$ cat config.mk
export PLATFORM = sky130hd
export DESIGN_NAME = swtcm_top
export DESIGN_NICKNAME = d
export VERILOG_FILES = /design/src/swtcm_pkg.sv /design/src/swtcm_clkmon.sv /design/src/swtcm_top.sv
export SDC_FILE = /design/constraint.sdc
export NUM_CORES = 1
export LEC_CHECK = 0
export ABC_AREA = 0
export ABC_CLOCK_PERIOD_IN_PS = 2700
export BUFFER_PORTS_ARGS = -buffer_cell sky130_fd_sc_hd__buf_2
export CORE_ASPECT_RATIO = 1.5
export CORE_MARGIN = 2
export CORE_UTILIZATION = 61
export CTS_CLUSTER_DIAMETER = 60
export DETAILED_ROUTE_END_ITERATION = 8
export PLACE_DENSITY = 0.81
export SYNTH_ARGS = -nofsm -noshare
export SYNTH_HDL_FRONTEND = slang
export SYNTH_HIERARCHICAL = 1
export SYNTH_SLANG_ARGS = --single-unit
$ cat constraint.sdc
create_clock -name clk_i -period 2.7 [get_ports clk_i]
set_clock_uncertainty 0.2 [all_clocks]
set_input_delay 0.27 -clock clk_i [delete_from_list [all_inputs] [get_ports clk_i]]
set_output_delay 0.27 -clock clk_i [all_outputs]
set_load 0.01 [all_outputs]
$ cat src/swtcm_pkg.sv
// Shared constants for the service window timer and clock monitor
package swtcm_pkg;
   // ==========================================================
   // Clock and timing
   localparam int unsigned CLK_PERIOD_NS = 25;
   // Slowest instruction-cycle gap accepted before a clock error
   localparam int unsigned CM_GAP_NS     = 1_000_000;
   localparam int unsigned CM_GAP_CYC    = CM_GAP_NS / CLK_PERIOD_NS;
   localparam int unsigned LOWER_TC      = 2048;
   localparam int unsigned UPPER_BASE_TC = 8192;
   localparam int unsigned HOLD_TC       = 24;
   localparam int unsigned WIN_W         = 17;
   localparam int unsigned HOLD_W        = 6;
   // ==========================================================
   // Service register layout
   localparam int unsigned SEL_MSB   = 7;
   localparam int unsigned SEL_LSB   = 6;
   localparam int unsigned KEY_MSB   = 5;
   localparam int unsigned KEY_LSB   = 1;
   localparam int unsigned CMEN_BIT  = 0;
   localparam logic [4:0] KEY_VALUE  = 5'h0C;
   localparam logic [1:0] SEL_RESET  = 2'h3;
   localparam logic       CMEN_RESET = 1'b1;
   // ==========================================================
   // Idle timer
   localparam int unsigned IDLE_W       = 16;
   localparam int unsigned IDLE_TOG_BIT = 12;
   // ==========================================================
   // Window timer states
   typedef enum logic [1:0] {
      WD_RUN,
      WD_DRIVE,
      WD_HOLD,
      WD_WAITHI
   } swtcm_wd_state_t;
endpackage : swtcm_pkg

$ cat src/swtcm_clkmon.sv
// Clock-frequency monitor with release delay
`timescale 1ns/1ps
module swtcm_clkmon #(
   parameter int unsigned GAP_CYC = swtcm_pkg::CM_GAP_CYC
) (
   // Clock and reset
   input  wire logic clk_i,
   input  wire logic rst_n_i,
   input  wire logic ce_i,
   // Control
   input  wire logic tc_tick_i,
   input  wire logic enable_i,
   // Fault drive
   output logic      drive_o
);
   localparam int unsigned GW = $clog2(GAP_CYC + 1);
   localparam logic [GW-1:0] GAP_MAX = GW'(GAP_CYC);
   localparam logic [swtcm_pkg::HOLD_W-1:0] HOLD_LAST =
      swtcm_pkg::HOLD_W'(swtcm_pkg::HOLD_TC - 1);

   logic [GW-1:0]                  gap;
   logic [GW-1:0]                  next_gap;
   logic [swtcm_pkg::HOLD_W-1:0]   hold;
   logic [swtcm_pkg::HOLD_W-1:0]   next_hold;
   logic                           next_drive;
   logic                           slow;

   // ==========================================================
   // Gap measurement and drive
   always_comb begin
      next_gap   = gap;
      next_hold  = hold;
      next_drive = drive_o;
      // Counter saturates so a dead oscillator stays flagged
      if (tc_tick_i) begin
         next_gap = '0;
      end else if (gap != GAP_MAX) begin
         next_gap = gap + GW'(1);
      end
      slow = (gap == GAP_MAX);
      if (!enable_i) begin
         next_drive = 1'b0;
         next_hold  = '0;
      end else if (slow) begin
         next_drive = 1'b1;
         next_hold  = '0;
      end else if (drive_o && tc_tick_i) begin
         if (hold == HOLD_LAST) begin
            next_drive = 1'b0;
            next_hold  = '0;
         end else begin
            next_hold = hold + swtcm_pkg::HOLD_W'(1);
         end
      end
   end

   always_ff @(posedge clk_i or negedge rst_n_i) begin
      if (!rst_n_i) begin
         gap     <= '0;
         hold    <= '0;
         drive_o <= 1'b0;
      end else if (ce_i) begin
         gap     <= next_gap;
         hold    <= next_hold;
         drive_o <= next_drive;
      end
   end
endmodule : swtcm_clkmon

$ cat src/swtcm_top.sv
// Service window timer with clock monitor and shared fault pin
// Behaviour
// - Service under 2048 cycles since restart errs
// - Bits 7:6 pick 8k/16k/32k/64k upper limit
// - Bits 5:1 must hold key 01100
// - Bit 0 enables the clock monitor
// - Reset holds detectors off, then 64k, monitor on
// - First keyed write locks settings, counts service
// - Later writes compare window and key fields
// - No service before upper limit raises fault
// - Initial service allowed anywhere in window
// - Fault pin active low, released otherwise
// - Hold low 16-32 cycles after pin low
// - Window restarts when pin returns high
// - Writes ignored while fault is asserted
// - Pin low at power-up runs timeout sequence
// - Monitor holds pin low while clock slow
// - Above 10 kHz passes, below 10 Hz flagged
// - Key field reads back as zeros
// - Timer paused in halt/idle, monitor keeps running
// - Halt exit resumes or restarts per oscillator option
// - Idle exit performs an internal service
// - Idle timer bit toggle sets pending flag
`timescale 1ns/1ps
module swtcm_top #(
   parameter int unsigned CM_GAP_CYC = swtcm_pkg::CM_GAP_CYC
) (
   // Clock, enable and resets
   input  wire logic       clk_i,
   input  wire logic       resetn_i,
   input  wire logic       por_resetn_i,
   input  wire logic       ce_i,
   // Instruction-cycle tick
   input  wire logic       tc_tick_i,
   // Service register port
   input  wire logic       reg_wr_i,
   input  wire logic [7:0] reg_wdata_i,
   output logic      [7:0] reg_rdata_o,
   // Power modes and options
   input  wire logic       halt_i,
   input  wire logic       idle_i,
   input  wire logic       rc_osc_option_i,
   input  wire logic       clock_delay_select_i,
   // Idle timer flag
   input  wire logic       idle_pend_clr_i,
   output logic            idle_timer_pending_flag_o,
   // Fault pin, port G bit 1
   input  wire logic       port_g_bit1_pin_i,
   output logic            port_g_bit1_pin_o,
   output logic            port_g_bit1_pin_oe_o
);
   localparam logic [swtcm_pkg::WIN_W-1:0] LOWER =
      swtcm_pkg::WIN_W'(swtcm_pkg::LOWER_TC);
   localparam logic [swtcm_pkg::HOLD_W-1:0] HOLD_LAST =
      swtcm_pkg::HOLD_W'(swtcm_pkg::HOLD_TC - 1);

   // ==========================================================
   // Upper limit decode
   function automatic logic [swtcm_pkg::WIN_W-1:0] upper_limit(
      input logic [1:0] sel
   );
      upper_limit = swtcm_pkg::WIN_W'(swtcm_pkg::UPPER_BASE_TC) << sel;
   endfunction : upper_limit

   // ==========================================================
   // Reset synchroniser
   logic rst_s1;
   logic rst_n;

   always_ff @(posedge clk_i or negedge resetn_i) begin
      if (!resetn_i) begin
         rst_s1 <= 1'b0;
         rst_n  <= 1'b0;
      end else begin
         rst_s1 <= 1'b1;
         rst_n  <= rst_s1;
      end
   end

   // ==========================================================
   // Clock monitor
   logic cm_en;
   logic cm_drive;

   swtcm_clkmon #(
      .GAP_CYC (CM_GAP_CYC)
   ) u_clkmon (
      .clk_i     (clk_i),
      .rst_n_i   (rst_n),
      .ce_i      (ce_i),
      .tc_tick_i (tc_tick_i),
      .enable_i  (cm_en),
      .drive_o   (cm_drive)
   );

   // ==========================================================
   // Window timer state
   swtcm_pkg::swtcm_wd_state_t      state;
   swtcm_pkg::swtcm_wd_state_t      next_state;
   logic [swtcm_pkg::WIN_W-1:0]     win;
   logic [swtcm_pkg::WIN_W-1:0]     next_win;
   logic [swtcm_pkg::HOLD_W-1:0]    hold;
   logic [swtcm_pkg::HOLD_W-1:0]    next_hold;
   logic [1:0]                      sel;
   logic [1:0]                      next_sel;
   logic                            next_cm_en;
   logic                            locked;
   logic                            next_locked;
   logic                            boot;
   logic                            halt_q;
   logic                            idle_q;
   logic                            pend;
   logic                            next_pend;
   logic [7:0]                      next_rdata;
   logic                            next_oe;
   logic                            wr_ok;
   logic                            key_ok;
   logic                            win_ok;
   logic                            halt_exit;
   logic                            idle_exit;
   logic                            fault;
   logic                            restart;
   logic                            tog;

   assign halt_exit = halt_q && !halt_i;
   assign idle_exit = idle_q && !idle_i;
   assign key_ok    = reg_wdata_i[swtcm_pkg::KEY_MSB:swtcm_pkg::KEY_LSB]
                      == swtcm_pkg::KEY_VALUE;
   assign win_ok    = (reg_wdata_i[swtcm_pkg::SEL_MSB:swtcm_pkg::SEL_LSB] == sel)
                      && (reg_wdata_i[swtcm_pkg::CMEN_BIT] == cm_en);
   // A write during any active fault drive is dropped
   assign wr_ok     = reg_wr_i && (state == swtcm_pkg::WD_RUN) && !cm_drive;

   always_comb begin
      next_state  = state;
      next_win    = win;
      next_hold   = hold;
      next_sel    = sel;
      next_cm_en  = cm_en;
      next_locked = locked;
      fault       = 1'b0;
      restart     = 1'b0;
      case (state)
         swtcm_pkg::WD_RUN: begin
            if (boot && !port_g_bit1_pin_i) begin
               fault = 1'b1;
            end else if (wr_ok) begin
               if (!locked) begin
                  // Initial service is free of the early check
                  if (key_ok) begin
                     next_locked = 1'b1;
                     next_sel    = reg_wdata_i[swtcm_pkg::SEL_MSB:swtcm_pkg::SEL_LSB];
                     next_cm_en  = reg_wdata_i[swtcm_pkg::CMEN_BIT];
                     restart     = 1'b1;
                  end else begin
                     fault = 1'b1;
                  end
               end else if (!key_ok || !win_ok) begin
                  fault = 1'b1;
               end else if (win < LOWER) begin
                  fault = 1'b1;
               end else begin
                  restart = 1'b1;
               end
            end else if (idle_exit) begin
               restart = 1'b1;
            end else if (halt_exit && !(rc_osc_option_i && !clock_delay_select_i)) begin
               restart = 1'b1;
            end else if (tc_tick_i && !halt_i && !idle_i) begin
               if (win + swtcm_pkg::WIN_W'(1) >= upper_limit(sel)) begin
                  fault = 1'b1;
               end else begin
                  next_win = win + swtcm_pkg::WIN_W'(1);
               end
            end
            if (fault) begin
               next_state = swtcm_pkg::WD_DRIVE;
            end
            if (restart) begin
               next_win = '0;
            end
         end
         swtcm_pkg::WD_DRIVE: begin
            // Delay counts only once the pin is seen low
            if (!port_g_bit1_pin_i) begin
               next_state = swtcm_pkg::WD_HOLD;
               next_hold  = '0;
            end
         end
         swtcm_pkg::WD_HOLD: begin
            if (tc_tick_i) begin
               if (hold == HOLD_LAST) begin
                  next_state = swtcm_pkg::WD_WAITHI;
               end else begin
                  next_hold = hold + swtcm_pkg::HOLD_W'(1);
               end
            end
         end
         swtcm_pkg::WD_WAITHI: begin
            if (port_g_bit1_pin_i) begin
               next_state = swtcm_pkg::WD_RUN;
               next_win   = '0;
            end
         end
         default: begin
            next_state = swtcm_pkg::WD_RUN;
         end
      endcase
   end

   always_comb begin
      next_oe = (next_state == swtcm_pkg::WD_DRIVE)
                || (next_state == swtcm_pkg::WD_HOLD)
                || cm_drive;
      next_rdata = {next_sel, 5'h00, next_cm_en};
   end

   always_ff @(posedge clk_i or negedge rst_n) begin
      if (!rst_n) begin
         state                <= swtcm_pkg::WD_RUN;
         win                  <= '0;
         hold                 <= '0;
         sel                  <= swtcm_pkg::SEL_RESET;
         cm_en                <= swtcm_pkg::CMEN_RESET;
         locked               <= 1'b0;
         boot                 <= 1'b1;
         halt_q               <= 1'b0;
         idle_q               <= 1'b0;
         reg_rdata_o          <= {swtcm_pkg::SEL_RESET, 5'h00, swtcm_pkg::CMEN_RESET};
         port_g_bit1_pin_oe_o <= 1'b0;
      end else if (ce_i) begin
         state                <= next_state;
         win                  <= next_win;
         hold                 <= next_hold;
         sel                  <= next_sel;
         cm_en                <= next_cm_en;
         locked               <= next_locked;
         boot                 <= 1'b0;
         halt_q               <= halt_i;
         idle_q               <= idle_i;
         reg_rdata_o          <= next_rdata;
         port_g_bit1_pin_oe_o <= next_oe;
      end
   end

   // Pin is only ever pulled low, never driven high
   always_ff @(posedge clk_i or negedge rst_n) begin
      if (!rst_n) begin
         port_g_bit1_pin_o <= 1'b0;
      end else begin
         port_g_bit1_pin_o <= 1'b0;
      end
   end

   // ==========================================================
   // Idle timer, kept across device reset
   logic [swtcm_pkg::IDLE_W-1:0] idle_cnt;
   logic [swtcm_pkg::IDLE_W-1:0] next_idle_cnt;

   always_comb begin
      next_idle_cnt = idle_cnt;
      if (tc_tick_i) begin
         next_idle_cnt = idle_cnt + swtcm_pkg::IDLE_W'(1);
      end
      tog = next_idle_cnt[swtcm_pkg::IDLE_TOG_BIT]
            != idle_cnt[swtcm_pkg::IDLE_TOG_BIT];
      // Set wins over a clear in the same cycle
      next_pend = tog || (pend && !idle_pend_clr_i);
   end

   // Only power-on clears it: device reset leaves it running
   always_ff @(posedge clk_i or negedge por_resetn_i) begin
      if (!por_resetn_i) begin
         idle_cnt <= '0;
      end else if (ce_i) begin
         idle_cnt <= next_idle_cnt;
      end
   end

   always_ff @(posedge clk_i or negedge rst_n) begin
      if (!rst_n) begin
         pend <= 1'b0;
      end else if (ce_i) begin
         pend <= next_pend;
      end
   end

   assign idle_timer_pending_flag_o = pend;
endmodule : swtcm_top

==> results.ini <==
[pwr]
combinationalPowerShare_pct = 34.9
irDropWorstVdd_mv = 0.5266
netSwitchingFraction_pct = 36.08
p_leak_uw = 0.002510
seq_power_share_pct = 36.6
power_switching_uw = 1362
power_uw = 3775
clockPowerShare_pct = 28.5
power_density_mw_per_mm2 = 701.9
internal-power_uw = 2413

[global_route]
gr-total-overflow = 0
grt_max_degree = 43
antenna_found_initial = 0
grt_pass1_wl_um = 18510
grt_usage_pct = 30.59
grt_pass1_vias = 3939

[route]
wl_um = 12540
detail_route.wl_per_cell_um = 20.58
first_pass_iters = 5
via_per_inst = 6.642
via_count = 4045
route.detailed.drc = 0
drt_iter0_drc = 405
detail-route-antenna-nets = 0

[synthesis]
syn_inst = 442
ys_types = 75
ys_ff_latch = 71
yosysSeqAreaShare_pct = 41.42
synth_top_area_share_pct = 38.98
synth_top_flop_cell = dfrtp_1
yosys_warnings = 6
synth_area_leaders = dfrtp_1 (39%), ha_1 (4.7%), nand3_1 (3.7%)
yosys.area.top_type = dfrtp_1
synth_edf_count = 0
syn_area_per_cell_um2 = 9.732
synthArstFlopShare_pct = 100.0
syn_area_mm2 = 0.004302

[die]
io_pins = 31
die-width_um = 72.57
rows = 37
die-area_mm2 = 0.007754
die_y_um = 106.9
core_area_mm2 = 0.006852
start_util_pct = 62.78

[critical_path]
worstPathArrival_ps = 3540
r2r_start = win[5]
endpoint_kind = flop
path_class = reg -> reg
cpMostUsedCell = buf_4
r2r_setup_slack_ps = -740
cp.required_ps = 2800
r2r_cells = 14
cp-start-kind = flop
slowest_delay_ps = 430
r2r_end = win[10]
path_cells = nand2_1 -> nor3_4 -> nand3_2 -> nor2_2 -> xor2_1 -> ha_1 -> o21ai_2 -> a22oi_2 -> o31a_1 -> buf_4 -> a311oi_4 -> buf_6 -> buf_4 -> a221o_1
cp_max_fo = 5
critPathSlowestCell = dfrtp_1

[sta]
layout_min_cycle_time_ps = 3437
tightest_slew_ps = 952.2
grt_setup_unrepaired = yes
report.final.slew_viol_count = 0
finalHoldViolCount = 0
fin_hold_ws_ps = 107.3
timing.fmax_mhz = 291.0
relSlewSlack_pct = 36.52
min_period_over_period_pct = 127.3
setup_viol = 20
setup_ws_ps = -737.0

[cts]
clk_pin_slew_worst_paths_ps = 80
cts_buffers = 9
clock_path_buffers = 2
htreeDepth = 3
root_buffer = clkbuf_8
clkSinkCount = 71
clk_latency_ps = 370
cts_tree = done

[final_layout]
antenna_cells = 0
fin_util_pct = 78.49
stdcell_count = 609
layout-drive-gt1-share_pct = 27.31
nets = 562
area_growth_syn_to_layout_pct = 25.01

[placed_design]
hpwlAfterDp_um = 7222
dp_cells = 569
port_buffers = 24
gp_congestion = 0.9093

[run_status]
status = finished with violations
violations = negative setup slack

[hold_path]
hold_path.class = in -> async

[flow_run]
maxCapViolCount = 0

## synth_stat cells (all sizes together), types with 3 or more instances
cell type,count
a211o,7
a21o,3
a21oi,3
a221o,11
a31oi,8
and3,21
and3b,3
buf,16
clkbuf,6
dfrtp,67
dfstp,4
ha,16
inv,18
mux2,7
mux2i,3
nand2,32
nand2b,4
nand3,32
nand3b,4
nand4,13
nor2,31
nor2b,6
nor3,8
nor4,7
nor4b,6
o211ai,4
o21ai,20
o22ai,3
o2bb2ai,3
o31ai,7
xnor2,15
xor2,10
## worst max-delay path, delay by kind of cell, from the launching register on
kind	cells	cell delay, ps
simple gates	4	720
compound gates	5	1060
buf+inv	3	470
fa+ha+maj	1	270
flops	1	430
xor+xnor	1	210
## registers in the layout, summed over array words and instances (netlist names)
name / cells
boot: 1
halt_q: 1
hold: 6
idle_cnt: 12
idle_q: 1
idle_timer_pending_flag_o: 1
locked: 1
port_g_bit1_pin_oe_o: 1
reg_rdata_o: 1
rst_n: 1
rst_s1: 1
sel: 2
state: 2
u_clkmon/drive_o: 1
u_clkmon/gap: 16
u_clkmon/hold: 6
win: 17
## cell type report
type | count | area, um^2
sequential | 71 | 1784
multi-input combinational | 337 | 2536
inverter | 19 | 71.32
clock buffer | 9 | 123.9
clock inverter | 7 | 120.1
fill | 435 | 1474
tap | 78 | 97.59
timing repair buffer | 88 | 644.4
## through the flow
| step | cell area, um^2 | TNS [ps] | setup slack (ps) |
|---|---|---|---|
| detailed placement | 4751 | -7628 | -455.3 |
| global placement | 4751 | -4799 | -289.8 |
| CTS | 5186 | -7066 | -449.0 |
| floorplan | 4372 | -4030 | -314.4 |
| global route | 5378 | -14140 | -842.0 |
| finish | 5378 | -12190 | -737.0 |
## power groups by stage
stage	registers (uW)	clock network, uW	logic (uW)
floorplan	1370	0	708
global placement	1370	0	947
detailed placement	1380	0	986
CTS	1370	1070	1080
global route	1400	1120	1420
finish	1380	1070	1320
## metal layers
| metal | vias up | wire, um | track usage, % |
|---|---|---|---|
| li1 | 1813 | - | - |
| met1 | 1976 | 4482 | 34.98 |
| met2 | 201 | 6793 | 54.35 |
| met3 | 55 | 760 | 5.357 |
| met4 | 0 | 500 | 13.76 |
| met5 | - | 0 | 0 |
## cells in the final DEF (no fill, tap or decap), drive strengths merged, types with 3 or more instances in the layout
cell and count:
and3 21, mux2 7, a31oi 10, ha 16, buf 78, o21ai 20
clkbuf 9, dlygate4sd3 10, dfstp 4, nor2 31, a221o 11, a21o 3
o22ai 3, clkinv 3, a21oi 3, dfrtp 67, mux2i 3, xnor2 15
nor2b 6, nand2 32, o211ai 4, nor3 8, o2bb2ai 3, nor4 7
and3b 3, nand4 13, nand3 32, xor2 10, conb 7, nor4b 6
nand2b 4, inv 19, o31ai 7, a211o 7, bufinv 3, nand3b 4
## how the worst max path moves through the flow
| stage | start | end | slack [ps] | depth (start not counted) |
|---|---|---|---|---|
| floorplan | win[0] | win[15] | -310 | 14 |
| global placement | win[0] | win[0] | -290 | 13 |
| detailed placement | win[1] | win[11] | -460 | 13 |
| CTS | win[0] | win[14] | -450 | 13 |
| global route | win[5] | win[10] | -840 | 14 |
| finish | win[5] | win[10] | -740 | 14 |
## repair_timing
| action | 4_1_cts | 5_1_grt |
|---|---|---|
| buffers inserted | 3 | 8 |
| resized for setup | 11 | 26 |
| endpoints found under the setup margin | 20 | 20 |
| hold endpoints to repair | 20 | 0 |
| gates cloned | 2 | 1 |
| hold buffers | 10 | 0 |
| pin swaps | 2 | 17 |
## cells by family after synthesis
kind of cell	count (synthesis)	synth area share, %
AND/OR/NAND/NOR	183	23.76
AO/OA/AOI/OAI	94	17.10
flip-flops	71	41.42
buffers and inverters	41	5.264
XOR/XNOR	25	5.090
adder cells (fa/ha/maj)	16	4.654
multiplexers	10	2.531
other	2	0.1746
No activity file was read; power rests on OpenSTA's default activity.
